**config.mk**
```make
export PLATFORM = sky130hd
export DESIGN_NAME = icc_clock_control
export DESIGN_NICKNAME = d
export VERILOG_FILES = /design/src/icc_pkg.sv /design/src/icc_clock_control.sv
export SDC_FILE = /design/constraint.sdc
export NUM_CORES = 1
export LEC_CHECK = 0
export ABC_AREA = 1
export BUFFER_PORTS_ARGS = -buffer_cell sky130_fd_sc_hd__buf_2
export CORE_MARGIN = 2
export CORE_UTILIZATION = 55
export DETAILED_ROUTE_END_ITERATION = 7
export GPL_TIMING_DRIVEN = 0
export PLACE_DENSITY = 0.86
export REMOVE_ABC_BUFFERS = 1
export SKIP_CTS_REPAIR_TIMING = 1
export SLEW_MARGIN = 20
export SYNTH_ARGS = -nofsm -noshare
export SYNTH_HDL_FRONTEND = slang
export SYNTH_SLANG_ARGS = --single-unit
export TNS_END_PERCENT = 30
```
**constraint.sdc**
```tcl
create_clock -name mclk -period 4.3 [get_ports mclk]
set_clock_uncertainty 0.2 [all_clocks]
set_input_delay 1.075 -clock mclk [delete_from_list [all_inputs] [get_ports mclk]]
set_output_delay 1.075 -clock mclk [all_outputs]
set_load 0.01 [all_outputs]
```
**src/icc_pkg.sv**
```systemverilog
// Package of the internal clock source control block: register map, field layout, reset values, timing, types.
// Assumes a 125 MHz register clock and word-indexed Avalon-MM addressing.
package icc_pkg;

	// ************************************************************
	// Register indices (word address on the bus)
	// ************************************************************
	localparam logic [1:0] ICC_IDX_CTRL_ONE  = 2'h0;
	localparam logic [1:0] ICC_IDX_CTRL_TWO  = 2'h1;
	localparam logic [1:0] ICC_IDX_TRIM      = 2'h2;
	localparam logic [1:0] ICC_IDX_STAT_FINE = 2'h3;

	// ************************************************************
	// Field positions
	// ************************************************************
	localparam int ICC_BIT_SOURCE_SELECT  = 6;
	localparam int ICC_BIT_REF_STOP_EN    = 0;
	localparam int ICC_BIT_BUS_DIVIDER_HI        = 7;
	localparam int ICC_BIT_BUS_DIVIDER_LO        = 6;
	localparam int ICC_BIT_LOW_POWER      = 3;
	localparam int ICC_BIT_SOURCE_STATUS  = 2;
	localparam int ICC_BIT_FINE_TRIM      = 0;

	// ************************************************************
	// Reset values
	// ************************************************************
	localparam logic [1:0] ICC_RST_BUS_DIVIDER        = 2'h1;
	localparam logic       ICC_RST_SOURCE_SEL  = 1'h0;
	localparam logic       ICC_RST_REF_STOP_EN = 1'h0;
	localparam logic       ICC_RST_LOW_POWER   = 1'h0;
	localparam logic [7:0] ICC_POR_TRIM        = 8'h80;
	localparam logic       ICC_POR_FINE_TRIM   = 1'h0;

	// ************************************************************
	// Timing
	// ************************************************************
	localparam int ICC_CLK_PERIOD_NS   = 8;
	localparam int ICC_REF_WAKE_NS     = 1000;
	localparam int ICC_LOOP_WAKE_NS    = 1000;
	localparam int ICC_REF_WAKE_CYC    = (ICC_REF_WAKE_NS + ICC_CLK_PERIOD_NS - 1) / ICC_CLK_PERIOD_NS;
	localparam int ICC_LOOP_WAKE_CYC   = (ICC_LOOP_WAKE_NS + ICC_CLK_PERIOD_NS - 1) / ICC_CLK_PERIOD_NS;
	localparam int ICC_LOOP_MULTIPLIER = 512;

	// ************************************************************
	// Types
	// ************************************************************
	typedef enum logic [1:0] {
		ICC_MODE_ENGAGED,
		ICC_MODE_BYPASS,
		ICC_MODE_BYPASS_LP,
		ICC_MODE_STOPPED
	} icc_mode_type;

	typedef struct packed {
		logic       loop_enable;
		logic       ref_enable;
		logic [7:0] coarse_trim;
		logic       fine_trim;
	} icc_analog_type;

endpackage

```
**src/icc_clock_control.sv**
```systemverilog
// Internal clock source control: mode machine, bus divider, trim store, status and Avalon-MM registers.
// Assumes the analog reference and loop oscillators arrive as free-running asynchronous levels.
//
// Implementation choices: the Avalon-MM slave port and the register offsets.
`timescale 1ns/1ns

module icc_clock_control
	import icc_pkg::*;
#(
	parameter int REF_WAKE_CYC  = ICC_REF_WAKE_CYC,
	parameter int LOOP_WAKE_CYC = ICC_LOOP_WAKE_CYC
) (
	input  wire logic        mclk,
	input  wire logic        rst,
	input  wire logic        por,
	input  wire logic [1:0]  address,
	input  wire logic        read,
	input  wire logic        write,
	input  wire logic [31:0] writedata,
	input  wire logic [3:0]  byteenable,
	output logic      [31:0] readdata,
	output logic             waitrequest,
	input  wire logic        stop_request,
	input  wire logic        wake_interrupt,
	input  wire logic        reference_clock,
	input  wire logic        loop_clock,
	output icc_analog_type   analog_ctrl,
	output logic             system_clock_out,
	output logic             bus_clock_out,
	output logic             reference_clock_out,
	output logic             fixed_freq_clock,
	output logic             fixed_freq_valid,
	output logic             clock_settling
);

	// ************************************************************
	// Register state
	// ************************************************************
	logic          source_select_ff;
	logic          reference_stop_enable_ff;
	logic [1:0]    bus_divider_ff;
	logic          low_power_select_ff;
	logic [7:0]    reference_trim_ff;
	logic          fine_trim_ff;
	logic          ack_ff;
	logic [31:0]   readdata_ff;
	logic          wr_en;
	logic [7:0]    wr_byte;
	logic [7:0]    rd_byte;

	icc_mode_type  mode_ff;
	icc_mode_type  saved_mode_ff;
	icc_mode_type  nxt_mode;
	logic [15:0]   wake_cnt_ff;

	logic [2:0]    sync_ff [2];
	logic [1:0]    clean_ff;
	logic [1:0]    any_edge;
	logic [1:0]    rise_edge;
	logic [2:0]    div_cnt_ff;
	logic [2:0]    div_mask;
	logic          src_edge;
	logic [1:0]    status_pipe_ff;
	logic          system_clock_ff;
	logic          bus_clock_ff;
	logic          ref_out_ff;
	logic          fixed_ff;

	// ************************************************************
	// Avalon-MM slave: one wait cycle per access
	// ************************************************************
	assign waitrequest = (read | write) & ~ack_ff;
	assign wr_en       = write & ack_ff & byteenable[0];
	assign wr_byte     = writedata[7:0];
	assign readdata    = readdata_ff;

	always_ff @(posedge mclk or posedge rst) begin
		if (rst) begin
			ack_ff <= 1'h0;
		end else begin
			ack_ff <= (read | write) & ~ack_ff;
		end
	end

	always_comb begin
		rd_byte = 8'h00;
		unique case (address)
			ICC_IDX_CTRL_ONE: begin
				rd_byte[ICC_BIT_SOURCE_SELECT] = source_select_ff;
				rd_byte[ICC_BIT_REF_STOP_EN]   = reference_stop_enable_ff;
			end
			ICC_IDX_CTRL_TWO: begin
				rd_byte[ICC_BIT_BUS_DIVIDER_HI:ICC_BIT_BUS_DIVIDER_LO] = bus_divider_ff;
				rd_byte[ICC_BIT_LOW_POWER]               = low_power_select_ff;
			end
			ICC_IDX_TRIM: begin
				rd_byte = reference_trim_ff;
			end
			ICC_IDX_STAT_FINE: begin
				rd_byte[ICC_BIT_SOURCE_STATUS] = status_pipe_ff[1];
				rd_byte[ICC_BIT_FINE_TRIM]     = fine_trim_ff;
			end
		endcase
	end

	always_ff @(posedge mclk or posedge rst) begin
		if (rst) begin
			readdata_ff <= 32'h0000_0000;
		end else if (read & ~ack_ff) begin
			readdata_ff <= {24'h00_0000, rd_byte};
		end
	end

	// ************************************************************
	// Control registers
	// ************************************************************
	always_ff @(posedge mclk or posedge rst) begin
		if (rst) begin
			source_select_ff         <= ICC_RST_SOURCE_SEL;
			reference_stop_enable_ff <= ICC_RST_REF_STOP_EN;
		end else if (wr_en && address == ICC_IDX_CTRL_ONE) begin
			source_select_ff         <= wr_byte[ICC_BIT_SOURCE_SELECT];
			reference_stop_enable_ff <= wr_byte[ICC_BIT_REF_STOP_EN];
		end
	end

	always_ff @(posedge mclk or posedge rst) begin
		if (rst) begin
			bus_divider_ff      <= ICC_RST_BUS_DIVIDER;
			low_power_select_ff <= ICC_RST_LOW_POWER;
		end else if (wr_en && address == ICC_IDX_CTRL_TWO) begin
			bus_divider_ff      <= wr_byte[ICC_BIT_BUS_DIVIDER_HI:ICC_BIT_BUS_DIVIDER_LO];
			low_power_select_ff <= wr_byte[ICC_BIT_LOW_POWER];
		end
	end

	// Trim only resets at power-on, never on the ordinary reset
	always_ff @(posedge mclk or posedge por) begin
		if (por) begin
			reference_trim_ff <= ICC_POR_TRIM;
			fine_trim_ff      <= ICC_POR_FINE_TRIM;
		end else if (wr_en && address == ICC_IDX_TRIM) begin
			reference_trim_ff <= wr_byte;
		end else if (wr_en && address == ICC_IDX_STAT_FINE) begin
			fine_trim_ff <= wr_byte[ICC_BIT_FINE_TRIM];
		end
	end

	// ************************************************************
	// Mode machine
	// ************************************************************
	always_comb begin
		nxt_mode = mode_ff;
		unique case (mode_ff)
			ICC_MODE_STOPPED: begin
				if (wake_interrupt) begin
					nxt_mode = saved_mode_ff;
				end
			end
			ICC_MODE_ENGAGED, ICC_MODE_BYPASS, ICC_MODE_BYPASS_LP: begin
				if (stop_request) begin
					nxt_mode = ICC_MODE_STOPPED;
				end else if (wr_en && address == ICC_IDX_CTRL_ONE) begin
					if (!wr_byte[ICC_BIT_SOURCE_SELECT]) begin
						nxt_mode = ICC_MODE_ENGAGED;
					end else if (low_power_select_ff) begin
						nxt_mode = ICC_MODE_BYPASS_LP;
					end else begin
						nxt_mode = ICC_MODE_BYPASS;
					end
				end else if (wr_en && address == ICC_IDX_CTRL_TWO && mode_ff != ICC_MODE_ENGAGED) begin
					nxt_mode = wr_byte[ICC_BIT_LOW_POWER] ? ICC_MODE_BYPASS_LP : ICC_MODE_BYPASS;
				end
			end
		endcase
	end

	always_ff @(posedge mclk or posedge rst) begin
		if (rst) begin
			mode_ff <= ICC_MODE_ENGAGED;
		end else begin
			mode_ff <= nxt_mode;
		end
	end

	always_ff @(posedge mclk or posedge rst) begin
		if (rst) begin
			saved_mode_ff <= ICC_MODE_ENGAGED;
		end else if (mode_ff != ICC_MODE_STOPPED && nxt_mode == ICC_MODE_STOPPED) begin
			saved_mode_ff <= mode_ff;
		end
	end

	// System and bus clocks stay gated while the reference wakes or the loop re-acquires
	always_ff @(posedge mclk or posedge rst) begin
		if (rst) begin
			wake_cnt_ff <= 16'h0000;
		end else if (mode_ff == ICC_MODE_STOPPED && nxt_mode != ICC_MODE_STOPPED) begin
			if (!reference_stop_enable_ff) begin
				wake_cnt_ff <= 16'(REF_WAKE_CYC);
			end else if (saved_mode_ff == ICC_MODE_ENGAGED) begin
				wake_cnt_ff <= 16'(LOOP_WAKE_CYC);
			end else begin
				wake_cnt_ff <= 16'h0000;
			end
		end else if (wake_cnt_ff != 16'h0000) begin
			wake_cnt_ff <= wake_cnt_ff - 16'h0001;
		end
	end

	assign clock_settling          = (wake_cnt_ff != 16'h0000);
	assign analog_ctrl.loop_enable = (mode_ff == ICC_MODE_ENGAGED) || (mode_ff == ICC_MODE_BYPASS);
	assign analog_ctrl.ref_enable  = (mode_ff != ICC_MODE_STOPPED) || reference_stop_enable_ff;
	assign analog_ctrl.coarse_trim = reference_trim_ff;
	assign analog_ctrl.fine_trim   = fine_trim_ff;

	// ************************************************************
	// Oscillator input synchronisers
	// ************************************************************
	for (genvar g = 0; g < 2; g++) begin : g_sync
		always_ff @(posedge mclk or posedge rst) begin
			if (rst) begin
				sync_ff[g]  <= 3'h0;
				clean_ff[g] <= 1'h0;
			end else begin
				sync_ff[g] <= {sync_ff[g][1:0], (g == 0) ? reference_clock : loop_clock};
				if (sync_ff[g][1] == sync_ff[g][2]) begin
					clean_ff[g] <= sync_ff[g][2];
				end
			end
		end
		assign any_edge[g]  = (sync_ff[g][1] == sync_ff[g][2]) && (sync_ff[g][2] != clean_ff[g]);
		assign rise_edge[g] = any_edge[g] && sync_ff[g][2];
	end

	// ************************************************************
	// Source select, divider and output clocks
	// ************************************************************
	// Index 0 is the reference, index 1 the loop
	assign src_edge = (mode_ff != ICC_MODE_STOPPED) && !clock_settling
		&& (source_select_ff ? any_edge[0] : any_edge[1]);
	assign div_mask = {bus_divider_ff == 2'h3, bus_divider_ff[1], bus_divider_ff != 2'h0};

	always_ff @(posedge mclk or posedge rst) begin
		if (rst) begin
			div_cnt_ff      <= 3'h0;
			system_clock_ff <= 1'h0;
		end else if (src_edge) begin
			if ((div_cnt_ff & div_mask) == div_mask) begin
				div_cnt_ff      <= 3'h0;
				system_clock_ff <= ~system_clock_ff;
			end else begin
				div_cnt_ff <= div_cnt_ff + 3'h1;
			end
		end
	end

	always_ff @(posedge mclk or posedge rst) begin
		if (rst) begin
			bus_clock_ff <= 1'h0;
		end else if (src_edge && (div_cnt_ff & div_mask) == div_mask && !system_clock_ff) begin
			bus_clock_ff <= ~bus_clock_ff;
		end
	end

	always_ff @(posedge mclk or posedge rst) begin
		if (rst) begin
			status_pipe_ff <= {2{ICC_RST_SOURCE_SEL}};
		end else if (src_edge) begin
			status_pipe_ff <= {status_pipe_ff[0], source_select_ff};
		end
	end

	always_ff @(posedge mclk or posedge rst) begin
		if (rst) begin
			ref_out_ff <= 1'h0;
			fixed_ff   <= 1'h0;
		end else begin
			ref_out_ff <= analog_ctrl.ref_enable & clean_ff[0];
			// Fixed clock halts in stop even while the reference keeps running
			if (rise_edge[0] && mode_ff != ICC_MODE_STOPPED) begin
				fixed_ff <= ~fixed_ff;
			end
		end
	end

	assign system_clock_out    = system_clock_ff;
	assign bus_clock_out       = bus_clock_ff;
	assign reference_clock_out = ref_out_ff;
	assign fixed_freq_clock    = fixed_ff;
	assign fixed_freq_valid    = (mode_ff == ICC_MODE_ENGAGED) && !clock_settling;

	// ************************************************************
	// Assertions
	// ************************************************************
	property p_sel_zero_engages;
		@(posedge mclk) disable iff (rst)
		(mode_ff != ICC_MODE_STOPPED && !stop_request && wr_en && address == ICC_IDX_CTRL_ONE
			&& !wr_byte[ICC_BIT_SOURCE_SELECT]) |=> (mode_ff == ICC_MODE_ENGAGED);
	endproperty
	a_sel_zero_engages: assert property (p_sel_zero_engages) else $error("select 0 did not engage loop");

	property p_bypass_entry;
		@(posedge mclk) disable iff (rst)
		(mode_ff != ICC_MODE_STOPPED && !stop_request && wr_en && address == ICC_IDX_CTRL_ONE
			&& wr_byte[ICC_BIT_SOURCE_SELECT] && !low_power_select_ff) |=> (mode_ff == ICC_MODE_BYPASS) && analog_ctrl.loop_enable;
	endproperty
	a_bypass_entry: assert property (p_bypass_entry) else $error("bypass mode not entered");

	property p_bypass_lp_entry;
		@(posedge mclk) disable iff (rst)
		(mode_ff != ICC_MODE_STOPPED && !stop_request && wr_en && address == ICC_IDX_CTRL_ONE
			&& wr_byte[ICC_BIT_SOURCE_SELECT] && low_power_select_ff) |=> !analog_ctrl.loop_enable;
	endproperty
	a_bypass_lp_entry: assert property (p_bypass_lp_entry) else $error("loop still on in low-power bypass");

	property p_stop_gating;
		@(posedge mclk) disable iff (rst)
		(mode_ff == ICC_MODE_STOPPED) |-> !analog_ctrl.loop_enable
			&& (analog_ctrl.ref_enable == reference_stop_enable_ff) && !src_edge;
	endproperty
	a_stop_gating: assert property (p_stop_gating) else $error("clocks not gated in stop");

	property p_wake_resume;
		@(posedge mclk) disable iff (rst)
		(mode_ff == ICC_MODE_STOPPED && wake_interrupt) |=> (mode_ff == $past(saved_mode_ff));
	endproperty
	a_wake_resume: assert property (p_wake_resume) else $error("wake did not resume prior mode");

	property p_ref_wake_delay;
		@(posedge mclk) disable iff (rst)
		(mode_ff == ICC_MODE_STOPPED && wake_interrupt && !reference_stop_enable_ff) |=> clock_settling[*8];
	endproperty
	a_ref_wake_delay: assert property (p_ref_wake_delay) else $error("reference wake delay too short");

	property p_divider_write;
		@(posedge mclk) disable iff (rst)
		(wr_en && address == ICC_IDX_CTRL_TWO) |=> (bus_divider_ff == $past(wr_byte[ICC_BIT_BUS_DIVIDER_HI:ICC_BIT_BUS_DIVIDER_LO]));
	endproperty
	a_divider_write: assert property (p_divider_write) else $error("divider write not taken");

	property p_status_sync;
		@(posedge mclk) disable iff (rst)
		!src_edge |=> $stable(status_pipe_ff[1]);
	endproperty
	a_status_sync: assert property (p_status_sync) else $error("status moved without source edge");

	property p_fixed_valid;
		@(posedge mclk) disable iff (rst)
		fixed_freq_valid |-> (mode_ff == ICC_MODE_ENGAGED);
	endproperty
	a_fixed_valid: assert property (p_fixed_valid) else $error("fixed clock valid outside engaged");

	property p_read_upper_zero;
		@(posedge mclk) disable iff (rst)
		(read && ack_ff) |-> (readdata[31:8] == 24'h00_0000);
	endproperty
	a_read_upper_zero: assert property (p_read_upper_zero) else $error("upper read bits not zero");

	c_enter_stop: cover property (@(posedge mclk) disable iff (rst) mode_ff != ICC_MODE_STOPPED ##1 mode_ff == ICC_MODE_STOPPED);
	c_wake: cover property (@(posedge mclk) disable iff (rst) mode_ff == ICC_MODE_STOPPED ##1 mode_ff != ICC_MODE_STOPPED);
	c_bypass_lp: cover property (@(posedge mclk) disable iff (rst) mode_ff == ICC_MODE_BYPASS_LP);

endmodule

```
==> results of run 1 <==
-- final timing paths --
check / to / start / cells past startpoint
worst max-delay path: fixed_freq_valid / wake_cnt_ff[12] / 7
worst min-delay path: sync_ff[1] / sync_ff[0] / 0
worst max register to register: wake_cnt_ff[15] / wake_cnt_ff[0] / 10
worst min register to register: sync_ff[1] / sync_ff[0] / 0
max in group asynchronous: sync_ff[1] / rst / 3
min in group asynchronous: reference_trim_ff[4] / por / 2
-- stage by stage --
step                hold slack [ps]  total power [mW]  instances  setup WS (ps)
global route                    155              2.30        489           1120
CTS                             154              2.15        489           1210
floorplan                       131              1.41        355           1670
global placement                135              1.57        472           1140
finish                          153              2.14        489           1220
detailed placement              140              1.61        473           1410
-- registers in the layout, indices dropped and copies added (netlist names), 3 cells and up --
signal	cells
div_cnt_ff	3
readdata	8
reference_trim_ff	8
wake_cnt_ff	16
sync_ff	6
-- area by class of cell --
type	instances	area (um^2)	area share [%]
sequential	60	1500	41.9
clock inverter	1	30.0	0.837
multi-input combinational	250	1370	38.2
timing repair buffer	46	245	6.84
tap	72	90.1	2.51
inverter	45	171	4.78
clock buffer	15	176	4.92
-- logic make-up after synthesis --
| kind of cell | Yosys count |
|---|---|
| simple gates | 149 |
| buf+inv | 72 |
| flops | 60 |
| compound gates | 51 |
| xor+xnor | 13 |
| fa+ha+maj | 9 |
| mux | 4 |
| other cells | 1 |
-- per-layer routing --
metal / share of wire (%) / track usage [%] / routed length (um) / vias up
li1: - / - / - / 1208
met5: 0 / 0 / 0 / -
met3: 6.4 / 6.67 / 399 / 19
met4: 2.6 / 10.7 / 158 / 0
met1: 41 / 27.5 / 2520 / 1171
met2: 50 / 35.4 / 3110 / 92
-- cells in the final DEF, fill, tap and decap left out, drive strengths merged --
cell type,n
a21oi,22
a22o,1
buf,46
bufinv,1
clkbuf,15
clkinv,3
conb,24
dfrtp,58
dfstp,2
ha,9
inv,42
mux2,4
nand2,75
nand3,13
nand4,5
nor2,39
nor3,9
nor4,4
o211ai,1
o21a,1
o21ai,22
o22ai,1
o31ai,3
or2,4
xnor2,1
xor2,12
-- power groups by stage --
stage	Sequential (mW)	Combinational [mW]	Clock, mW
floorplan	0.851	0.558	0
global placement	0.850	0.725	0
detailed placement	0.860	0.754	0
CTS	0.852	0.767	0.536
global route	0.876	0.861	0.561
finish	0.854	0.762	0.526
==> impl_results.md, run 1 <==
- Power share of the clock group: 24.6%
- Top post-synthesis cells by area: dfrtp_1 (46%), nand2_1 (8.3%), buf_4 (6.0%)
- Pins Over Slew Limit: 0
- Part of the power in registers: 39.9%
- Vias in the first global route: 2430
- Initial antenna violation count: 0
- Max FO, Critical Path: 5
- Setup TNS Final: 0 ps
- Final nets: 468
- RSZ-0062 raised after global routing: no
- Kind of critical path: flop to output port
- Synthesized area: 3150 um^2
- CP cell instances: or2_1, nor2_2, nand4_2, nor2_4, inv_1, nor2_1, buf_2
- Max-slew headroom: 66.8%
- # rows: 27
- Final Hold Vio Count: 0
- Synth area leader: dfrtp_1
- Final Cycle Share: 71.7%
- Xor/xnor share of the synthesized area: 3.85%
- Post-Synth Adder-Cell Area: 3.57%
- Register bit total from synthesis: 60
- Delay-heaviest family, CP: simple AND/OR/NAND/NOR gates
- Mux contribution to synthesized area: 1.43%
- Layout area overhead: 13.7%
- Crit. End Element: output port
- Gr usage total: 22.2%
- Critical-path top delay cell: dfrtp_1
- 1st-pass router iterations: 5
- Yosys cell types: 39
- CP Data Required Time: 3020 ps
- Final Wtd Congestion: 0.867
- Root Buffer: clkbuf_8
- Grt ovf: 0
- Finished Cell Area: 3590 um^2
- Area after DPL: 3380 um^2
- Die ar.: 6350 um^2
- Synth top cells by count: nand2_1 (70), dfrtp_1 (58), inv_1 (37)
- Final core utilization: 65.1%
- Main synth FF type: dfrtp_1
- Slew @ Worst Pin: 496 ps
- Die height: 79.7 um
- Clock Latency Late Sink: 330 ps
- Wire per inst: 12.7 um
- Via density: 5.09
- Switching pwr: 823 uW
- H-tree depth: 3
- Core ar.: 5510 um^2
- Initial Util: 57.3%
- Fill count: 437
- Synth Instances: 359
- Final period demand of the worst path: 3080 ps
- I/O pin count: 97
- Crit path buf inv count: 2
- Number of max-cap violations: 0
- Max Root-Sink Buffers: 2
- # DRC: 0
- Setup violators final: 0
- Iteration-0 DRC Markers: 155
- Top-count cell post-synth: nand2_1
- Part of the power in combinational logic: 35.6%
- Synth async-reset ratio: 100%
- YS warnings: 0
- TritonCTS buffer count: 9
- Worst path max stage delay: 430 ps
- Sw frac: 38.4%
- Syn avg cell area: 8.78 um^2
- PD cells: 598 nW/um^2
- Worst Setup Start Kind: flop
- Layout cells sized above 1: 22.5%
- Critical path arrival: 1810 ps
- Reg2Reg Setup Slack: 2260 ps
- Peak supply drop: 350 uV
- First-pass GRT wire length: 10.8 mm
- DIE WIDTH: 79.7 um
- Post-synthesis compound-gate area fraction: 9.48%
- Internal power: 1.32 mW
- Simple-gate share of the synthesized area: 22.2%
- Pleak: 1.89 nW
- Largest net degree at the start of global routing: 36
- Number of port buffers: 45
- Final HPWL DP: 4.56 mm
- Main combinational cell family by area after synthesis: simple AND/OR/NAND/NOR gates
- Max Clk Rate: 324 MHz
- Clk slew on worst S/H paths: 60 ps
- Antenna-violating nets left: 0
- EDFF count, synth: 0
- Via count: 2490
- Status: finished clean
- Synth top area share: 46.0%
- Sequential cell area fraction in the yosys report: 47.7%
- HP Class: flop to flop
- Drt total wl: 6.19 mm
- Diodes inserted: 0
- CTS tree: yes
- Clk sink count: 60
(Power assumes the default switching activity.)
==> run 2, diff against run 1 <==
CORE_UTILIZATION = 51   (was 55)
PLACE_DENSITY = 0.81   (was 0.86)
clock period = 3.1 ns   (was 4.3 ns; I/O delays follow)
==> impl_results.md, run 2 (synthesized netlist as in run 1, its figures left out) <==
- Max Root-Sink Buffers: 2 (unchanged)
- Setup TNS Final: 0 ps (unchanged)
- Fill count: 505 (was 437)
- Most common cell after layout, fill and taps aside: nand2_1 (unchanged)
- RR Startpoint: wake_cnt_ff[0] (unchanged)
- H-tree depth: 3 (unchanged)
- Hold EP: sync_ff[4] (was sync_ff[1])
- Layout area overhead: 12.9% (was 13.7%)
- 1st-pass router iterations: 4 (was 5)
- Final nets: 468 (unchanged)
- Hold Crit Start: sync_ff[3] (was sync_ff[0])
- Layout cells sized above 1: 23.3% (was 22.5%)
- Max FO, Critical Path: 5 (unchanged)
- Largest net degree at the start of global routing: 28 (was 36)
- TritonCTS buffer count: 9 (unchanged)
- Placement Setup Slack: 480 ps (was 1410 ps)
- Worst R2R Path Depth: 10 (unchanged)
- Clock Latency Late Sink: 340 ps (was 330 ps)
- Vias in the first global route: 2361 (was 2430)
- Pleak: 1.86 nW (was 1.89 nW)
- Most flops, register: wake_cnt_ff (unchanged)
- Critical path arrival: 1790 ps (was 1810 ps)
- Final period demand of the worst path: 2770 ps
- Diodes inserted: 0 (unchanged)
- Number of port buffers: 45 (unchanged)
- Iteration-0 DRC Markers: 84 (was 155)
- Max Clk Rate: 362 MHz
- Wire per inst: 12.5 um (was 12.7 um)
- Root Buffer: clkbuf_8 (unchanged)
- Switching pwr: 1.17 mW (was 823 uW)
- Cells after DPL: 476 (was 473)
- Sw frac: 41.1% (was 38.4%)
- Die height: 82.6 um (was 79.7 um)
- Power share of the clock group: 22.0% (was 24.6%)
- Final HPWL DP: 4.53 mm (was 4.56 mm)
- CP Data Required Time: 2120 ps (was 3020 ps)
- I/O pin count: 97 (unchanged)
- Worst path max stage delay: 420 ps (was 430 ps)
- Gr usage total: 20.5% (was 22.2%)
- Worst Setup Start Kind: flop (unchanged)
- Reg2Reg Setup Slack: 1080 ps (was 2260 ps)
- CP cell instances: or2_1, nor2_2, nand4_2, nor2_4, inv_1, nor2_1, buf_2 (unchanged)
- Initial Util: 52.9% (was 57.3%)
- Peak supply drop: 425 uV (was 350 uV)
- CTS tree: yes (unchanged)
- Crit. End Element: output port (unchanged)
- RSZ-0062 raised after global routing: no (unchanged)
- Setup violators final: 0 (unchanged)
- Core ar.: 5960 um^2 (was 5510 um^2)
- Status: finished clean (unchanged)
- Clk sink count: 60 (unchanged)
- Final Cycle Share: 89.2%
- HP Class: flop to flop (unchanged)
- Max reg flops: 16 (unchanged)
- Max-slew headroom: 63.2% (was 66.8%)
- Slew @ Worst Pin: 552 ps (was 496 ps)
- Highest-count cells in the layout ignoring fill and taps: nand2_1 (70), dfrtp_1 (58), buf_2 (45), inv_1 (36), nor2_1 (32) (unchanged)
- Via count: 2423 (was 2490)
- Antenna-violating nets left: 0 (unchanged)
- PD cells: 803 nW/um^2 (was 598 nW/um^2)
- Initial antenna violation count: 0 (unchanged)
- Finished Layout Cells: 492 (was 489)
- Worst R2R End: wake_cnt_ff[15] (unchanged)
- First-pass GRT wire length: 10.6 mm (was 10.8 mm)
- Final WS setup: 334 ps (was 1220 ps)
- Critical-path top delay cell: dfrtp_1 (unchanged)
- Final Hold Vio Count: 0 (unchanged)
- # rows: 28 (was 27)
- Number of max-cap violations: 0 (unchanged)
- DIE WIDTH: 82.6 um (was 79.7 um)
- Final core utilization: 59.8% (was 65.1%)
- Part of the power in combinational logic: 36.7% (was 35.6%)
- Pins Over Slew Limit: 0 (unchanged)
- Clk slew on worst S/H paths: 70 ps (was 60 ps)
- # DRC: 0 (unchanged)
- Register Area: 1500 um^2 (unchanged)
- Grt ovf: 0 (unchanged)
- Via density: 4.92 (was 5.09)
- Kind of critical path: flop to output port (unchanged)
- Worst hold slack: 160 ps (was 153 ps)
- Hold path depth: 0 (unchanged)
- Drt total wl: 6.13 mm (was 6.19 mm)
- Part of the power in registers: 41.3% (was 39.9%)
- Internal power: 1.68 mW (was 1.32 mW)
- Area occupied by multi-input gates: 1370 um^2 (unchanged)
- Final Wtd Congestion: 0.863 (was 0.867)
- Die ar.: 6830 um^2 (was 6350 um^2)
## run 2: routing by layer
metal	wire [um]	share of wire, %	global-route usage, %
met1	2660	43	25.1
met3	312	5.1	6.09
met4	51	0.83	7.05
met2	3110	51	34.4
met5	0	0	0
## run 2: layout make-up
cell class / instances / area share (%)
Sequential cell: 60 / 42.2
Tap cell: 75 / 2.64
Clock inverter: 7 / 1.48
Inverter: 45 / 4.82
Clock buffer: 9 / 3.48
Multi-Input combinational cell: 250 / 38.5
Timing Repair Buffer: 46 / 6.89
## run 2: power groups by stage
stage / logic, mW / clock network (mW) / registers (mW)
after floorplan: 0.774 / 0 / 1.18
after global placement: 1.01 / 0 / 1.18
after detailed placement: 1.05 / 0 / 1.19
after CTS: 1.06 / 0.644 / 1.18
after global routing: 1.20 / 0.679 / 1.21
final: 1.05 / 0.630 / 1.18
## run 2: worst max path at each step
stage | start | end | cells past startpoint
floorplan | wake_cnt_ff[12] | fixed_freq_valid | 6
detailed placement | address[1] | wake_cnt_ff[5] | 11
global placement | rst | clean_ff[0] | 2
finish | wake_cnt_ff[12] | fixed_freq_valid | 7
global route | wake_cnt_ff[8] | fixed_freq_valid | 8
CTS | wake_cnt_ff[12] | fixed_freq_valid | 7
## run 2: worst max-delay path: cells and delay by family, from the launching register on
kind | cells | cell delay (ps)
and+or+nand+nor | 5 | 840
DFF | 1 | 420
buffers and inverters | 2 | 200
## run 2: through the flow
step	cell area (um^2)	power, mW
4_1_cts	3560	2.88
3_3_place_gp	3360	2.19
6_report	3560	2.86
3_5_place_dp	3380	2.23
5_1_grt	3560	3.09
2_1_floorplan	3040	1.95
==> run 3, diff against run 2 <==
CORE_ASPECT_RATIO = 1.75   (was not set)
==> impl_results.md, run 3 (synthesized netlist as in run 1, its figures left out) <==
- Status: finished clean (unchanged)
- RSZ-0062 raised after global routing: no (unchanged)
- Setup TNS Final: 0 ps (unchanged)
- Cells after DPL: 479 (was 476)
- Peak supply drop: 586 uV (was 425 uV)
- Final WS setup: 308 ps (was 334 ps)
- Antenna-violating nets left: 0 (unchanged)
- Max reg flops: 16 (unchanged)
- 1st-pass router iterations: 4 (unchanged)
- RR Startpoint: wake_cnt_ff[8] (was wake_cnt_ff[0])
- Clk slew on worst S/H paths: 60 ps (was 70 ps)
- Max Root-Sink Buffers: 2 (unchanged)
- Final core utilization: 60.5% (was 59.8%)
- Core ar.: 5930 um^2 (was 5960 um^2)
- Finished Layout Cells: 495 (was 492)
- Clock Latency Late Sink: 340 ps (about the same)
- Via count: 2421 (was 2423)
- Via density: 4.89 (was 4.92)
- # DRC: 0 (unchanged)
- Wire per inst: 12.6 um (was 12.5 um)
- Most flops, register: wake_cnt_ff (unchanged)
- Max FO, Critical Path: 5 (unchanged)
- Pins Over Slew Limit: 0 (unchanged)
- HP Class: flop to flop (unchanged)
- Final Cycle Share: 90.1% (was 89.2%)
- Number of max-cap violations: 0 (unchanged)
- Pleak: 1.89 nW (was 1.86 nW)
- Most common cell after layout, fill and taps aside: nand2_1 (unchanged)
- Kind of critical path: flop to output port (unchanged)
- Reg2Reg Setup Slack: 1090 ps (was 1080 ps)
- Die ar.: 6850 um^2 (was 6830 um^2)
- First-pass GRT wire length: 10.4 mm (was 10.6 mm)
- Iteration-0 DRC Markers: 103 (was 84)
- Number of port buffers: 45 (unchanged)
- Setup crit start: wake_cnt_ff[8] (was wake_cnt_ff[12])
- Root Buffer: clkbuf_8 (unchanged)
- # rows: 37 (was 28)
- Final period demand of the worst path: 2790 ps (was 2770 ps)
- Clk sink count: 60 (unchanged)
- Highest-count cells in the layout ignoring fill and taps: nand2_1 (70), dfrtp_1 (58), buf_2 (45), inv_1 (36), nor2_1 (32) (unchanged)
- Crit. End Element: output port (unchanged)
- Final Hold Vio Count: 0 (unchanged)
- Grt ovf: 0 (unchanged)
- Largest net degree at the start of global routing: 29 (was 28)
- Max Clk Rate: 358 MHz (was 362 MHz)
- Gr usage total: 19.7% (was 20.5%)
- Die height: 108 um (was 82.6 um)
- Final nets: 468 (unchanged)
- Initial Util: 53.2% (was 52.9%)
- CP Data Required Time: 2120 ps (about the same)
- PD cells: 813 nW/um^2 (was 803 nW/um^2)
- TritonCTS buffer count: 9 (unchanged)
- Worst Setup Start Kind: flop (unchanged)
- Initial antenna violation count: 0 (unchanged)
- Final Wtd Congestion: 0.865 (was 0.863)
- H-tree depth: 3 (unchanged)
- Layout area overhead: 13.8% (was 12.9%)
- Vias in the first global route: 2387 (was 2361)
- Diodes inserted: 0 (unchanged)
- Setup violators final: 0 (unchanged)
- Placement Setup Slack: 518 ps (was 480 ps)
- Max-slew headroom: 63.0% (was 63.2%)
- Fill count: 545 (was 505)
- Slew @ Worst Pin: 554 ps (was 552 ps)
- CTS tree: yes (unchanged)
- Layout cells sized above 1: 22.8% (was 23.3%)
- Critical path arrival: 1820 ps (was 1790 ps)
- Drt total wl: 6.22 mm (was 6.13 mm)
- I/O pin count: 97 (unchanged)
- Hold Crit Start: sync_ff[3] (unchanged)
- Final HPWL DP: 4.74 mm (was 4.53 mm)
- DIE WIDTH: 63.4 um (was 82.6 um)
[run 3: cell count changes in the layout (fill, tap and decap cells not counted), sizes merged]
cell	before	now
clkbuf	9	16
clkinv	5	3
clkinvlp	4	0
inv	43	42
[run 3: area by class of cell]
| cell class | instances | area [um^2] | share of cell area (%) |
|---|---|---|---|
| Timing Repair Buffer | 46 | 245 | 6.84 |
| Multi-Input combinational cell | 250 | 1370 | 38.2 |
| Inverter | 45 | 171 | 4.78 |
| Tap cell | 78 | 97.6 | 2.72 |
| Clock buffer | 16 | 200 | 5.58 |
| Sequential cell | 60 | 1500 | 41.9 |
[run 3: final timing paths]
check                                         end  cells after the start
worst max-delay path             fixed_freq_valid                      8
worst min-delay path                   sync_ff[4]                      0
worst max register to register      bus_clock_out                      9
worst min register to register         sync_ff[4]                      0
max in group asynchronous       bus_divider_ff[0]                      3
min in group asynchronous            fine_trim_ff                      2
[run 3: metal layers]
metal / up-vias / wire length [um] / GRT usage (%)
met5: - / 0 / 0
met2: 56 / 3520 / 36.8
met1: 1139 / 2280 / 19.7
li1: 1206 / - / -
met3: 20 / 203 / 4.68
met4: 0 / 217 / 10.7
[run 3: through the flow]
| step | area (um^2) | power, mW | hold WS [ps] |
|---|---|---|---|
| 4_1_cts | 3590 | 2.94 | 151 |
| 6_report | 3590 | 2.92 | 148 |
| 3_3_place_gp | 3370 | 2.19 | 133 |
| 3_5_place_dp | 3390 | 2.24 | 137 |
| 2_1_floorplan | 3040 | 1.95 | 131 |
| 5_1_grt | 3590 | 3.14 | 154 |
[run 3: critical path, cell delays in order, from the launching register on]
cell and delay, ps:
dfrtp_1 420, nor2_2 170, nand2_1 80, nor2_1 220, inv_2 70, nor2_4 190, inv_1 100, nor2_1 90
buf_2 130
[run 3: power by group]
group	internal, mW	switching, mW
clock	0.401	0.288
combinational	0.397	0.647
sequential	0.997	0.186
total	1.79	1.12
